===== src/pcr_pkg.sv =====
// Constants for the clock configuration and interrupt mask register bank.
// Assumes a 100 MHz core clock that also stands in for the oscillator-PLL clock.
package pcr_pkg;

  // Register port geometry
  localparam int ADDR_W = 4;
  localparam int DATA_W = 16;

  // Register offsets (word index on the register port)
  localparam logic [3:0] OFF_CLK_CFG1 = 4'h0;
  localparam logic [3:0] OFF_CLK_CFG2 = 4'h1;
  localparam logic [3:0] OFF_IRQ_MASK = 4'h2;
  localparam logic [3:0] OFF_IRQ_FLAG = 4'h3;

  // Reset values
  localparam logic [15:0] CLK_CFG1_RST = 16'h0000;
  localparam logic [15:0] CLK_CFG2_RST = 16'h0000;
  localparam logic [15:0] IRQ_MASK_RST = 16'h0000;
  localparam logic [15:0] IRQ_FLAG_RST = 16'h0000;

  // Writable and readable bit sets; data bit 0 is register bit 8
  localparam logic [15:0] CLK_CFG1_WMASK = 16'hffff;
  localparam logic [15:0] CLK_CFG1_RMASK = 16'hffbf;
  localparam logic [15:0] CLK_CFG2_MASK  = 16'h0003;
  localparam logic [15:0] IRQ_MASK_MASK  = 16'hbfff;

  // Field positions in clock_config_one
  localparam int CLK_INT_FREQ_LSB = 0;
  localparam int SPREAD_EN_BIT    = 4;
  localparam int FIN_DIV_BIT      = 5;
  localparam int EXT_FIN_BIT      = 6;
  localparam int FOUT_PICK_BIT    = 7;
  localparam int FOUT_DELAY_LSB   = 8;
  localparam int FOUT_SRC_LSB     = 11;
  localparam int SPREAD_PROF_BIT  = 15;

  // Field positions in clock_config_two and in the mask and flag layout
  localparam int LP_CLK_LSB     = 0;
  localparam int THERM_LSB      = 0;
  localparam int OC_LSB         = 8;
  localparam int OC_RESERVED    = 14;

  // Timing
  localparam int CLK_HZ         = 100_000_000;
  localparam int SPREAD_SLOW_HZ = 23150;
  localparam int SPREAD_FAST_HZ = 92600;
  localparam int SPREAD_STEPS   = 200;
  localparam int SPREAD_LIMIT   = 50;
  localparam logic [7:0] STEP_SLOW = 8'(CLK_HZ / (SPREAD_SLOW_HZ * SPREAD_STEPS));
  localparam logic [7:0] STEP_FAST = 8'(CLK_HZ / (SPREAD_FAST_HZ * SPREAD_STEPS));
  localparam int LP_100K_HZ = 100_000;
  localparam int LP_300K_HZ = 300_000;
  localparam int LP_600K_HZ = 600_000;
  localparam logic [9:0] LP_HALF_100K = 10'(CLK_HZ / (2 * LP_100K_HZ));
  localparam logic [9:0] LP_HALF_300K = 10'(CLK_HZ / (2 * LP_300K_HZ));
  localparam logic [9:0] LP_HALF_600K = 10'(CLK_HZ / (2 * LP_600K_HZ));

  // Spread triangle direction
  typedef enum logic [1:0] {
    PCR_SPR_UP = 2'b01,
    PCR_SPR_DN = 2'b10
  } pcr_spr_dir_t;

endpackage


===== src/pcr_phase_delay.sv =====
// Tapped delay line that offsets the frequency output by 0 to 7 clocks.
// Assumes the source is sampled on core_clk, which acts as the oscillator-PLL clock.
`timescale 1ns/1ns
module pcr_phase_delay
  import pcr_pkg::*;
(
  input  wire logic       core_clk,
  input  wire logic       rst_n,
  input  wire logic       src,
  input  wire logic [2:0] delay_sel,
  output logic            dly_out
);

  logic [7:1] tap_r;
  logic [7:0] taps;

  // Shift history of the selected clock
  always_ff @(posedge core_clk or negedge rst_n) begin
    if (!rst_n) begin
      tap_r <= 7'h00;
    end else begin
      tap_r <= {tap_r[6:1], src};
    end
  end

  // Tap zero is the live source, so a zero setting adds no delay
  assign taps    = {tap_r, src};
  assign dly_out = taps[delay_sel];

endmodule


===== src/pcr_regs.sv =====
// Clock configuration and first interrupt mask register bank of a power-management device.
// Assumes a single 100 MHz clock, a plain strobe register port and rail events as one-cycle pulses.
//
// Local design decisions: the address map and the address-and-strobe port.
`timescale 1ns/1ns

// What this block does
// - Nonzero phase field delays frequency output by that many PLL clocks.
// - Phase field zero means no delay; it resets to zero.
// - Output pick bit 0 selects first clock, 1 selects second clock.
// - Profile bit 0 gives plus/minus five percent spread at 23.15 kHz; steps of 21 core clocks give about 23.8 kHz.
// - Profile bit 1 gives plus/minus five percent spread at 92.6 kHz; steps of 5 core clocks give 100 kHz.
// - Reset clears the profile bit, so the slower profile applies.
// - Low-power clock 100 kHz for 00/01, 300 kHz for 10, 600 kHz for 11.
// - Thermal mask bit 1 blocks that rail's thermal interrupt; 0 passes it.
// - Thermal masks sit at bits 15..8 in the given rail order.
// - Overcurrent mask bit 1 blocks that rail's interrupt; 0 passes it.
// - Overcurrent masks at bits 23..16, bit 22 reserved.
// - Reset clears every mask bit so all events can interrupt.
module pcr_regs
  import pcr_pkg::*;
(
  input  wire logic              core_clk,
  input  wire logic              rst_n,
  input  wire logic [ADDR_W-1:0] reg_addr,
  input  wire logic [DATA_W-1:0] reg_wdata,
  input  wire logic              reg_wr,
  input  wire logic              reg_rd,
  output logic      [DATA_W-1:0] reg_rdata,
  input  wire logic              clk1_in,
  input  wire logic              clk2_in,
  input  wire logic [15:0]       rail_evt,
  output logic                   freq_out,
  output logic      [3:0]        freq_out_source_sel,
  output logic      [3:0]        clk_int_freq,
  output logic                   fin_div,
  output logic                   ext_fin_sel,
  output logic                   spread_enable,
  output logic                   spread_profile_sel,
  output logic      [6:0]        spread_offset,
  output logic                   lp_clk_out,
  output logic      [1:0]        lp_clk_sel,
  output logic                   irq
);

  // Address match for one register, shared by read and write decode
  function automatic logic addr_hit(input logic [ADDR_W-1:0] a, input logic [3:0] off);
    addr_hit = (a == off);
  endfunction

  // Half period of the low-power clock in core clocks
  function automatic logic [9:0] lp_half(input logic [1:0] code);
    case (code)
      2'b10:   lp_half = LP_HALF_300K;
      2'b11:   lp_half = LP_HALF_600K;
      default: lp_half = LP_HALF_100K;
    endcase
  endfunction

  logic [15:0]  cfg1_r;
  logic [15:0]  cfg2_r;
  logic [15:0]  mask_r;
  logic [15:0]  flag_r;
  logic [15:0]  flag_nxt;
  logic [15:0]  rdata_r;
  logic [15:0]  rd_mux;
  logic         wr_cfg1;
  logic         wr_cfg2;
  logic         wr_mask;
  logic         wr_flag;
  logic [2:0]   freq_out_delay_sel;
  logic         freq_out_clock_pick;
  logic         pick_src;
  logic [7:0]   step_len;
  logic [7:0]   step_cnt_r;
  logic         spread_tick;
  logic [6:0]   spr_off_r;
  pcr_spr_dir_t spr_dir_r;
  logic [9:0]   lp_cnt_r;
  logic         lp_toggle;
  logic         lp_clk_r;

  // Write decode
  assign wr_cfg1 = reg_wr && addr_hit(reg_addr, OFF_CLK_CFG1);
  assign wr_cfg2 = reg_wr && addr_hit(reg_addr, OFF_CLK_CFG2);
  assign wr_mask = reg_wr && addr_hit(reg_addr, OFF_IRQ_MASK);
  assign wr_flag = reg_wr && addr_hit(reg_addr, OFF_IRQ_FLAG);

  // Configuration registers; reserved bits are dropped on write
  always_ff @(posedge core_clk or negedge rst_n) begin
    if (!rst_n) begin
      cfg1_r <= CLK_CFG1_RST;
      cfg2_r <= CLK_CFG2_RST;
      mask_r <= IRQ_MASK_RST;
    end else begin
      if (wr_cfg1) begin
        cfg1_r <= reg_wdata & CLK_CFG1_WMASK;
      end
      if (wr_cfg2) begin
        cfg2_r <= reg_wdata & CLK_CFG2_MASK;
      end
      if (wr_mask) begin
        mask_r <= reg_wdata & IRQ_MASK_MASK;
      end
    end
  end

  // Sticky rail flags: a new event wins over a write-one-to-clear in the same cycle
  assign flag_nxt = (flag_r & ~(wr_flag ? reg_wdata : 16'h0000)) | (rail_evt & IRQ_MASK_MASK);

  always_ff @(posedge core_clk or negedge rst_n) begin
    if (!rst_n) begin
      flag_r <= IRQ_FLAG_RST;
    end else begin
      flag_r <= flag_nxt;
    end
  end

  // One level interrupt from every unmasked flag
  assign irq = |(flag_r & ~mask_r);

  // Read selection; unmapped offsets read as zero
  assign rd_mux = addr_hit(reg_addr, OFF_CLK_CFG1) ? (cfg1_r & CLK_CFG1_RMASK) :
                  addr_hit(reg_addr, OFF_CLK_CFG2) ? cfg2_r :
                  addr_hit(reg_addr, OFF_IRQ_MASK) ? mask_r :
                  addr_hit(reg_addr, OFF_IRQ_FLAG) ? flag_r : 16'h0000;

  // Read data stand only in the cycle after the strobe
  always_ff @(posedge core_clk or negedge rst_n) begin
    if (!rst_n) begin
      rdata_r <= 16'h0000;
    end else begin
      rdata_r <= reg_rd ? rd_mux : 16'h0000;
    end
  end

  assign reg_rdata = rdata_r;

  // Field breakout
  assign freq_out_delay_sel  = cfg1_r[FOUT_DELAY_LSB +: 3];
  assign freq_out_clock_pick = cfg1_r[FOUT_PICK_BIT];
  assign freq_out_source_sel = cfg1_r[FOUT_SRC_LSB +: 4];
  assign clk_int_freq        = cfg1_r[CLK_INT_FREQ_LSB +: 4];
  assign fin_div             = cfg1_r[FIN_DIV_BIT];
  assign ext_fin_sel         = cfg1_r[EXT_FIN_BIT];
  assign spread_enable       = cfg1_r[SPREAD_EN_BIT];
  assign spread_profile_sel  = cfg1_r[SPREAD_PROF_BIT];
  assign lp_clk_sel          = cfg2_r[LP_CLK_LSB +: 2];

  // Output clock choice ahead of the delay line
  assign pick_src = freq_out_clock_pick ? clk2_in : clk1_in;

  // Delay of 0..7 core clocks; zero is a straight path
  pcr_phase_delay u_delay (
    .core_clk  (core_clk),
    .rst_n     (rst_n),
    .src       (pick_src),
    .delay_sel (freq_out_delay_sel),
    .dly_out   (freq_out)
  );

  // Spread step pacing; a profile change restarts the step so the rate never glitches short
  assign step_len    = spread_profile_sel ? STEP_FAST : STEP_SLOW;
  assign spread_tick = spread_enable && (step_cnt_r == step_len - 8'h01);

  always_ff @(posedge core_clk or negedge rst_n) begin
    if (!rst_n) begin
      step_cnt_r <= 8'h00;
    end else if (!spread_enable || wr_cfg1 || spread_tick) begin
      step_cnt_r <= 8'h00;
    end else begin
      step_cnt_r <= step_cnt_r + 8'h01;
    end
  end

  // Triangle of the offset in tenths of a percent, bounded to the five percent range
  always_ff @(posedge core_clk or negedge rst_n) begin
    if (!rst_n) begin
      spr_off_r <= 7'h00;
      spr_dir_r <= PCR_SPR_UP;
    end else if (!spread_enable) begin
      spr_off_r <= 7'h00;
      spr_dir_r <= PCR_SPR_UP;
    end else if (spread_tick) begin
      case (spr_dir_r)
        PCR_SPR_UP: begin
          if ($signed(spr_off_r) == 7'(SPREAD_LIMIT)) begin
            spr_dir_r <= PCR_SPR_DN;
            spr_off_r <= spr_off_r - 7'h01;
          end else begin
            spr_off_r <= spr_off_r + 7'h01;
          end
        end
        PCR_SPR_DN: begin
          if ($signed(spr_off_r) == -7'(SPREAD_LIMIT)) begin
            spr_dir_r <= PCR_SPR_UP;
            spr_off_r <= spr_off_r + 7'h01;
          end else begin
            spr_off_r <= spr_off_r - 7'h01;
          end
        end
        default: begin
          spr_dir_r <= PCR_SPR_UP;
          spr_off_r <= 7'h00;
        end
      endcase
    end
  end

  assign spread_offset = spr_off_r;

  // Low-power clock divider; a new code takes effect at once
  assign lp_toggle = (lp_cnt_r == lp_half(lp_clk_sel) - 10'h001);

  always_ff @(posedge core_clk or negedge rst_n) begin
    if (!rst_n) begin
      lp_cnt_r <= 10'h000;
      lp_clk_r <= 1'b0;
    end else if (wr_cfg2 || lp_toggle) begin
      lp_cnt_r <= 10'h000;
      lp_clk_r <= lp_toggle ? ~lp_clk_r : lp_clk_r;
    end else begin
      lp_cnt_r <= lp_cnt_r + 10'h001;
    end
  end

  assign lp_clk_out = lp_clk_r;

  // Helper counters that only the checks read
  logic [3:0] phase_age_r;
  logic [7:0] spr_gap_r;
  logic [9:0] lp_gap_r;

  always_ff @(posedge core_clk or negedge rst_n) begin
    if (!rst_n) begin
      phase_age_r <= 4'h0;
      spr_gap_r   <= 8'h01;
      lp_gap_r    <= 10'h001;
    end else begin
      phase_age_r <= wr_cfg1 ? 4'h0 : ((phase_age_r == 4'hf) ? phase_age_r : phase_age_r + 4'h1);
      spr_gap_r   <= (!spread_enable || wr_cfg1 || spread_tick) ? 8'h01 : spr_gap_r + 8'h01;
      lp_gap_r    <= (wr_cfg2 || lp_toggle) ? 10'h001 : lp_gap_r + 10'h001;
    end
  end
endmodule


===== config.mk =====
export PLATFORM = sky130hd
export DESIGN_NAME = pcr_regs
export DESIGN_NICKNAME = d
export VERILOG_FILES = /design/src/pcr_pkg.sv /design/src/pcr_phase_delay.sv /design/src/pcr_regs.sv
export SDC_FILE = /design/constraint.sdc
export NUM_CORES = 1
export LEC_CHECK = 0
export ABC_CLOCK_PERIOD_IN_PS = 2600
export BUFFER_PORTS_ARGS = -buffer_cell sky130_fd_sc_hd__buf_2
export CAP_MARGIN = 0
export CORE_ASPECT_RATIO = 1.75
export CORE_MARGIN = 5
export CORE_UTILIZATION = 42
export CTS_BUF_LIST = sky130_fd_sc_hd__clkbuf_16
export CTS_CLUSTER_DIAMETER = 30
export DETAILED_ROUTE_END_ITERATION = 10
export GPL_TIMING_DRIVEN = 0
export PLACE_DENSITY = 0.74
export SKIP_CTS_REPAIR_TIMING = 1
export SYNTH_ARGS = -nofsm -noshare
export SYNTH_HDL_FRONTEND = slang
export SYNTH_HIERARCHICAL = 1
export SYNTH_SLANG_ARGS = --single-unit

===== constraint.sdc =====
create_clock -name core_clk -period 2.6 [get_ports core_clk]
set_clock_uncertainty 0.15 [all_clocks]
set_input_delay 0.26 -clock core_clk [delete_from_list [all_inputs] [get_ports core_clk]]
set_output_delay 0.26 -clock core_clk [all_outputs]
set_load 0.05 [all_outputs]

# [Word level (Yosys, flattened, before mapping)]
# Index checks and enable logic that the tools add are counted.
[op_classes] bitwise=6 add_sub_neg=6 reduce_logical=13 eq_ne=14 magnitude_cmp=1 n_mux=23
[op_table] op="16-bit 2-to-1 mux" count=6
[op_table] op="16-bit AND" count=2
[op_table] op="16-bit inverter" count=2
[op_table] op="7-bit 2-to-1 mux" count=4
[op_table] op="9-bit one-hot mux with 2 select lines" count=1
[op_table] op="16-bit OR" count=1
[op_table] op="16-bit OR reduction" count=1
[op_table] op="7-bit equality test, second input constant" count=2
[op_table] op="7-bit one-hot mux with 2 select lines" count=1
[op_table] op="10-bit by 1-bit adder with 10-bit output, second input constant" count=1
[op_table] op="10-bit equality test" count=1
[op_table] op="10-bit 2-to-1 mux" count=1
[op_table] op="9-bit by 1-bit subtractor with 10-bit output, second input constant" count=1
[op_table] op="8-bit by 1-bit adder with 8-bit output, second input constant" count=1
[op_table] op="4-bit by 2-bit equality test with 1-bit output, second input constant" count=2
[op_table] op="8-bit equality test" count=1
[op_table] op="2-bit 2-to-1 mux" count=4
[op_table] op="8-bit 2-to-1 mux" count=1
[op_table] op="7-bit by 1-bit adder with 7-bit output, second input constant" count=1
[op_table] op="7-bit by 1-bit subtractor with 7-bit output, second input constant" count=1
[op_table] op="2-bit equality test, second input constant" count=3
[op_table] op="3-bit != test, second input constant" count=2
[op_table] op="5-bit by 1-bit subtractor with 6-bit output, second input constant" count=1
[op_table] op="1-bit logical AND" count=5
[op_table] op="other kinds (14)" count=17
[totals] in_bits=42 output_inout_bits=40 elab_cells=74 regBits=100

# [Logic depth before layout (Yosys ltp)]
[depth] ltp_word=6 mapped_depth=7 mapped_depth_nobuf=7

# [By module]
# Netlist, hierarchy kept.
[modules_own_cells] mod="pcr_regs" n_inst=1 cells_each=397 seq_area_each_um2=2328.5 area_each_um2=4450.5
[modules_own_cells] mod="pcr_phase_delay" n_inst=1 cells_each=10 seq_area_each_um2=175.2 area_each_um2=239.0

# [Least setup slack after synthesis]
# Ideal clock, no wire load.
[synth_timing] path_kind="register to register" startpoint="register spr_off_r[0] (netlist: spread_offset[0])" endpoint="register spr_dir_r[0]" arrival_ns=2.247 path_buffers=0 required_ns=2.373 setup_ns=0.077 stages_incl_launch_ff=8 period_less_slack_ns=2.474 setup_slack_ns=0.126 cell_sequence="dfrtp_1 -> inv_1 -> ha_1 -> nand2_1 -> or4_4 -> a21o_1 -> or4_1 -> a21o_1"
[synth_between] elab_chain_len=3 word_cells_on_any_way=5 classes_between="4 x eq/ne; 1 x reduce/logical"
[synth_lines] element="start, declared" line="pcr_regs.sv:77" rtl="logic [6:0] spr_off_r;"
[synth_lines] element="start signal, assigned" line="pcr_regs.sv:189" rtl="spr_off_r <= spr_off_r - 7'h01;"
[synth_lines] element="start signal, assigned" line="pcr_regs.sv:191" rtl="spr_off_r <= spr_off_r + 7'h01;"
[synth_lines] element="start signal, assigned" line="pcr_regs.sv:197" rtl="spr_off_r <= spr_off_r + 7'h01;"
[synth_lines] element="7-bit equality test (on tied branches)" line="pcr_regs.sv:195, pcr_regs.sv:187"
[synth_lines] element="3-bit != test (no line)"
[synth_lines] element="3-bit AND reduction (no line) (*)"
[synth_lines] element="end signal, assigned" line="pcr_regs.sv:188" rtl="spr_dir_r <= PCR_SPR_DN;"
[synth_lines] element="end signal, assigned" line="pcr_regs.sv:196" rtl="spr_dir_r <= PCR_SPR_UP;"
[synth_lines] element="end signal, assigned" line="pcr_regs.sv:203" rtl="spr_dir_r <= PCR_SPR_UP;"
[synth_lines] element="end, declared" line="pcr_regs.sv:78" rtl="pcr_spr_dir_t spr_dir_r;"
# Every way passes the cells marked *; elsewhere a longest branch is shown, timed or not.
# A chain may end at the register's enable or synchronous reset.

# [Worst setup path after layout]
[layout_timing] startpoint="register cfg1_r[7]" endpoint="output freq_out"
[layout_between] elab_chain_len=3
[layout_lines] element="start, declared" line="pcr_regs.sv:60" rtl="logic [15:0] cfg1_r;"
[layout_lines] element="start signal, assigned" line="pcr_regs.sv:97" rtl="cfg1_r <= reg_wdata & CLK_CFG1_WMASK;"
[layout_lines] element="1-bit 2-to-1 mux" line="pcr_regs.sv:151" rtl="assign pick_src = freq_out_clock_pick ? clk2_in : clk1_in;"
[layout_lines] element="via pick_src" line="pcr_regs.sv:73" rtl="logic pick_src;"
[layout_lines] element="1-bit binary-select mux with 3-bit select" line="pcr_phase_delay.sv:28" rtl="assign dly_out = taps[delay_sel];"
[layout_lines] element="1-bit 2-to-1 mux (implied by the code)" line="pcr_phase_delay.sv:28"
[layout_lines] element="end, declared" line="pcr_regs.sv:33" rtl="output logic freq_out,"
# The timed path passes the listed nets, and every way through them passes these cells. The select of a mux whose other input is x is not followed.

==> results.json <==
{
  "outcome": "completed",
  "crit_type": "flip-flop to output port",
  "fmax_ghz": 0.402,
  "antenna_found_initial": 0,
  "layout.nets": 565,
  "clk-insertion-delay-late_ns": 0.35,
  "ys_async_sr_fraction": 1.00,
  "required_ns": 2.19,
  "arrival_ns": 2.08,
  "ys_ff_latch": 100,
  "finalSetupTns_ns": 0,
  "grt_pass1_wl_um": 18500,
  "cp-start-kind": "flip-flop",
  "regToRegStartpoint": "spread_offset[0]",
  "antenna_cells": 0,
  "gr-usage-all-layers": 0.173,
  "placedCellCount": 619,
  "synth_cell_types": 52,
  "synth_seq_area_share": 0.534,
  "hold_violations": 0,
  "rsz0062_at_grt": "no",
  "start_util": 0.425,
  "setup_slack_ns": 0.110,
  "synthXorXnorAreaFrac": 0.0486,
  "fin_area_mm2": 0.00573,
  "cts_tree": "yes",
  "fin_crit_sh": 0.958,
  "placedInstanceArea_mm2": 0.00528,
  "vias_per_cell": 5.37,
  "min_from": "reg_wdata[15]",
  "syn_to_final_growth_pct": 22.1,
  "synth_edf_count": 0,
  "ctsLongestPathBuffers": 2,
  "syn-num-nets": 457,
  "place_ws_ns": 0.0930,
  "hold_class": "input pin to flip-flop",
  "chipHeight_um": 150,
  "synth_top_family_by_area": "simple AND/OR/NAND/NOR gates",
  "period_minus_slack_ns": 2.49,
  "drv_cap": 0,
  "cts_sinks": 100,
  "finalMaxSlewViolations": 0,
  "wire_per_inst_um": 17.5,
  "rows": 51,
  "avgSynthCellArea_um2": 11.5,
  "layout_commonest_cell": "dfrtp_1",
  "overflow": 0,
  "routabilityCongestion": 0.856,
  "synth_mux_area_frac": 0.106,
  "tightest_slew_ns": 0.817,
  "critPathLaunch": "cfg1_r[7]",
  "cp-end-kind": "output port",
  "synthesis.area_mm2": 0.00469,
  "instances_no_fill": 652,
  "num_vias": 3502,
  "grt_pass1_vias": 3690,
  "crit_fanout": 3,
  "die_w_um": 89.9,
  "htree_levels": 3,
  "fill_cells": 995,
  "max-slew-margin-rel": 0.451,
  "io_pins": 82,
  "powerDensity_mw_per_mm2": 734,
  "yosys.area_share.adder": 0.0213,
  "antenna_left": 0,
  "drive_gt1_frac": 0.283,
  "io_buffers": 79,
  "final_cell_mix": "dfrtp_1 (99), buf_2 (80), mux2_2 (35), inv_1 (27), nand2_1 (24)",
  "drt_iter0_drc": 207,
  "numCtsBuffers": 9,
  "synth_warnings": 6,
  "dp_hpwl_um": 8460,
  "syn_inst": 407,
  "hold_ws_ns": 0.0272,
  "setup_violations": 0,
  "clk_pin_slew_ns": 0.07,
  "routed_wl_um": 11400,
  "dieArea_mm2": 0.0135,
  "drc": 0,
  "first_pass_iters": 5,
  "core_mm2": 0.0110,
  "cts-root-buf": "clkbuf_16",
  "synth_simple_gate_area_share": 0.133,
  "ir_drop_v": 0.000442,
  "synth-compound-area-share": 0.109,
  "ys.flop_type": "dfrtp_1",
  "grt_max_degree": 67,
  "cellLeakagePower_nw": 2.66
}
## Yosys cell counts, types with 2 or more instances
cell type  number  area (µm²)
o22ai_1         9        56.3
nor3_1          8        40.0
or4_1           2        15.0
a222oi_1       11         110
a221oi_1        3        26.3
a21o_1         17         128
o21ai_0         8        40.0
and4_1          2        17.5
mux2i_1         5        50.1
nor2_1         22        82.6
nor2b_1        13        81.3
or2_2           2        12.5
nand3_1        13        65.1
and3_1          8        50.1
ha_1            8         100
inv_1          27         101
clkbuf_1       11        41.3
mux2_2         35         394
xnor2_1        13         114
xor2_1         13         114
nand4_1         2        12.5
buf_2           2        10.0
a22oi_1         7        52.6
nand4b_1        2        17.5
mux4_1          2        52.6
nor3b_1         3        22.5
nand2_1        24        90.1
and2_1          4        25.0
dfrtp_1        99        2480
nand3b_1        2        15.0
buf_4           8        60.1
a32oi_1         2        17.5
## worst max-delay path: stages, from the launching register on
cell and delay, ns:
dfrtp_1 0.39, mux2_2 0.37, mux4_1 0.48, mux2_2 0.28
buf_2 0.21
## path summary, 6_finish.rpt
path / end / slack [ns] / cells past startpoint
worst max-delay path: freq_out / 0.11 / 4
worst min-delay path: mask_r[15] / 0.03 / 2
worst max register to register: spr_dir_r[0] / 0.18 / 7
worst min register to register: u_delay/tap_r[2] / 0.23 / 0
max in group asynchronous: spr_dir_r[0] / 1.32 / 3
min in group asynchronous: flag_r[10] / 0.24 / 2
## cell families (layout without fill, tap and decap cells)
kind of cell	after synthesis	in the layout
AOI/OAI and AO/OA	67	67
xor gates and xnor gates	26	26
adders and majority gates	8	8
buffers and inverters	50	163
DFF	100	100
muxes	42	42
and+or+nand+nor	114	114
## where the power goes
part | total (mW) | switching (mW) | internal [mW]
clock | 1.24 | 0.591 | 0.652
combinational | 0.958 | 0.572 | 0.386
sequential | 2.00 | 0.223 | 1.78
## per-layer routing
metal  vias up  share of wire  track usage
li1       1662              -            -
met1      1741           0.39        0.184
met2        82           0.55        0.325
met3        17          0.040       0.0418
met4         0          0.023       0.0656
met5         -              0            0
## cell type report
| type | count | area [µm²] | area share |
|---|---|---|---|
| flip-flops and latches | 100 | 2500 | 0.437 |
| plain buffers | 23 | 126 | 0.0221 |
| inverters | 27 | 101 | 0.0177 |
| clock inverters | 7 | 52.6 | 0.00917 |
| repair buffers | 97 | 596 | 0.104 |
| well taps | 132 | 165 | 0.0288 |
| multi-input cells | 257 | 1960 | 0.342 |
| clock buffers | 9 | 225 | 0.0393 |
## state kept, by name, summed over array words and instances, names as in the netlist
register / count
flag_r: 16
lp_cnt_r: 10
u_delay/tap_r: 7
spread_offset: 7
cfg2_r: 2
cfg1_r: 16
lp_clk_out: 1
reg_rdata: 16
spr_dir_r: 2
step_cnt_r: 8
mask_r: 15
## stage by stage
step | power, mW | util
2_1_floorplan | 2.68 | -
3_3_place_gp | 2.93 | 0.476
3_5_place_dp | 2.98 | 0.478
4_1_cts | 4.23 | 0.503
5_1_grt | 4.43 | 0.519
6_report | 4.21 | 0.519
(Power assumes the default switching activity.)
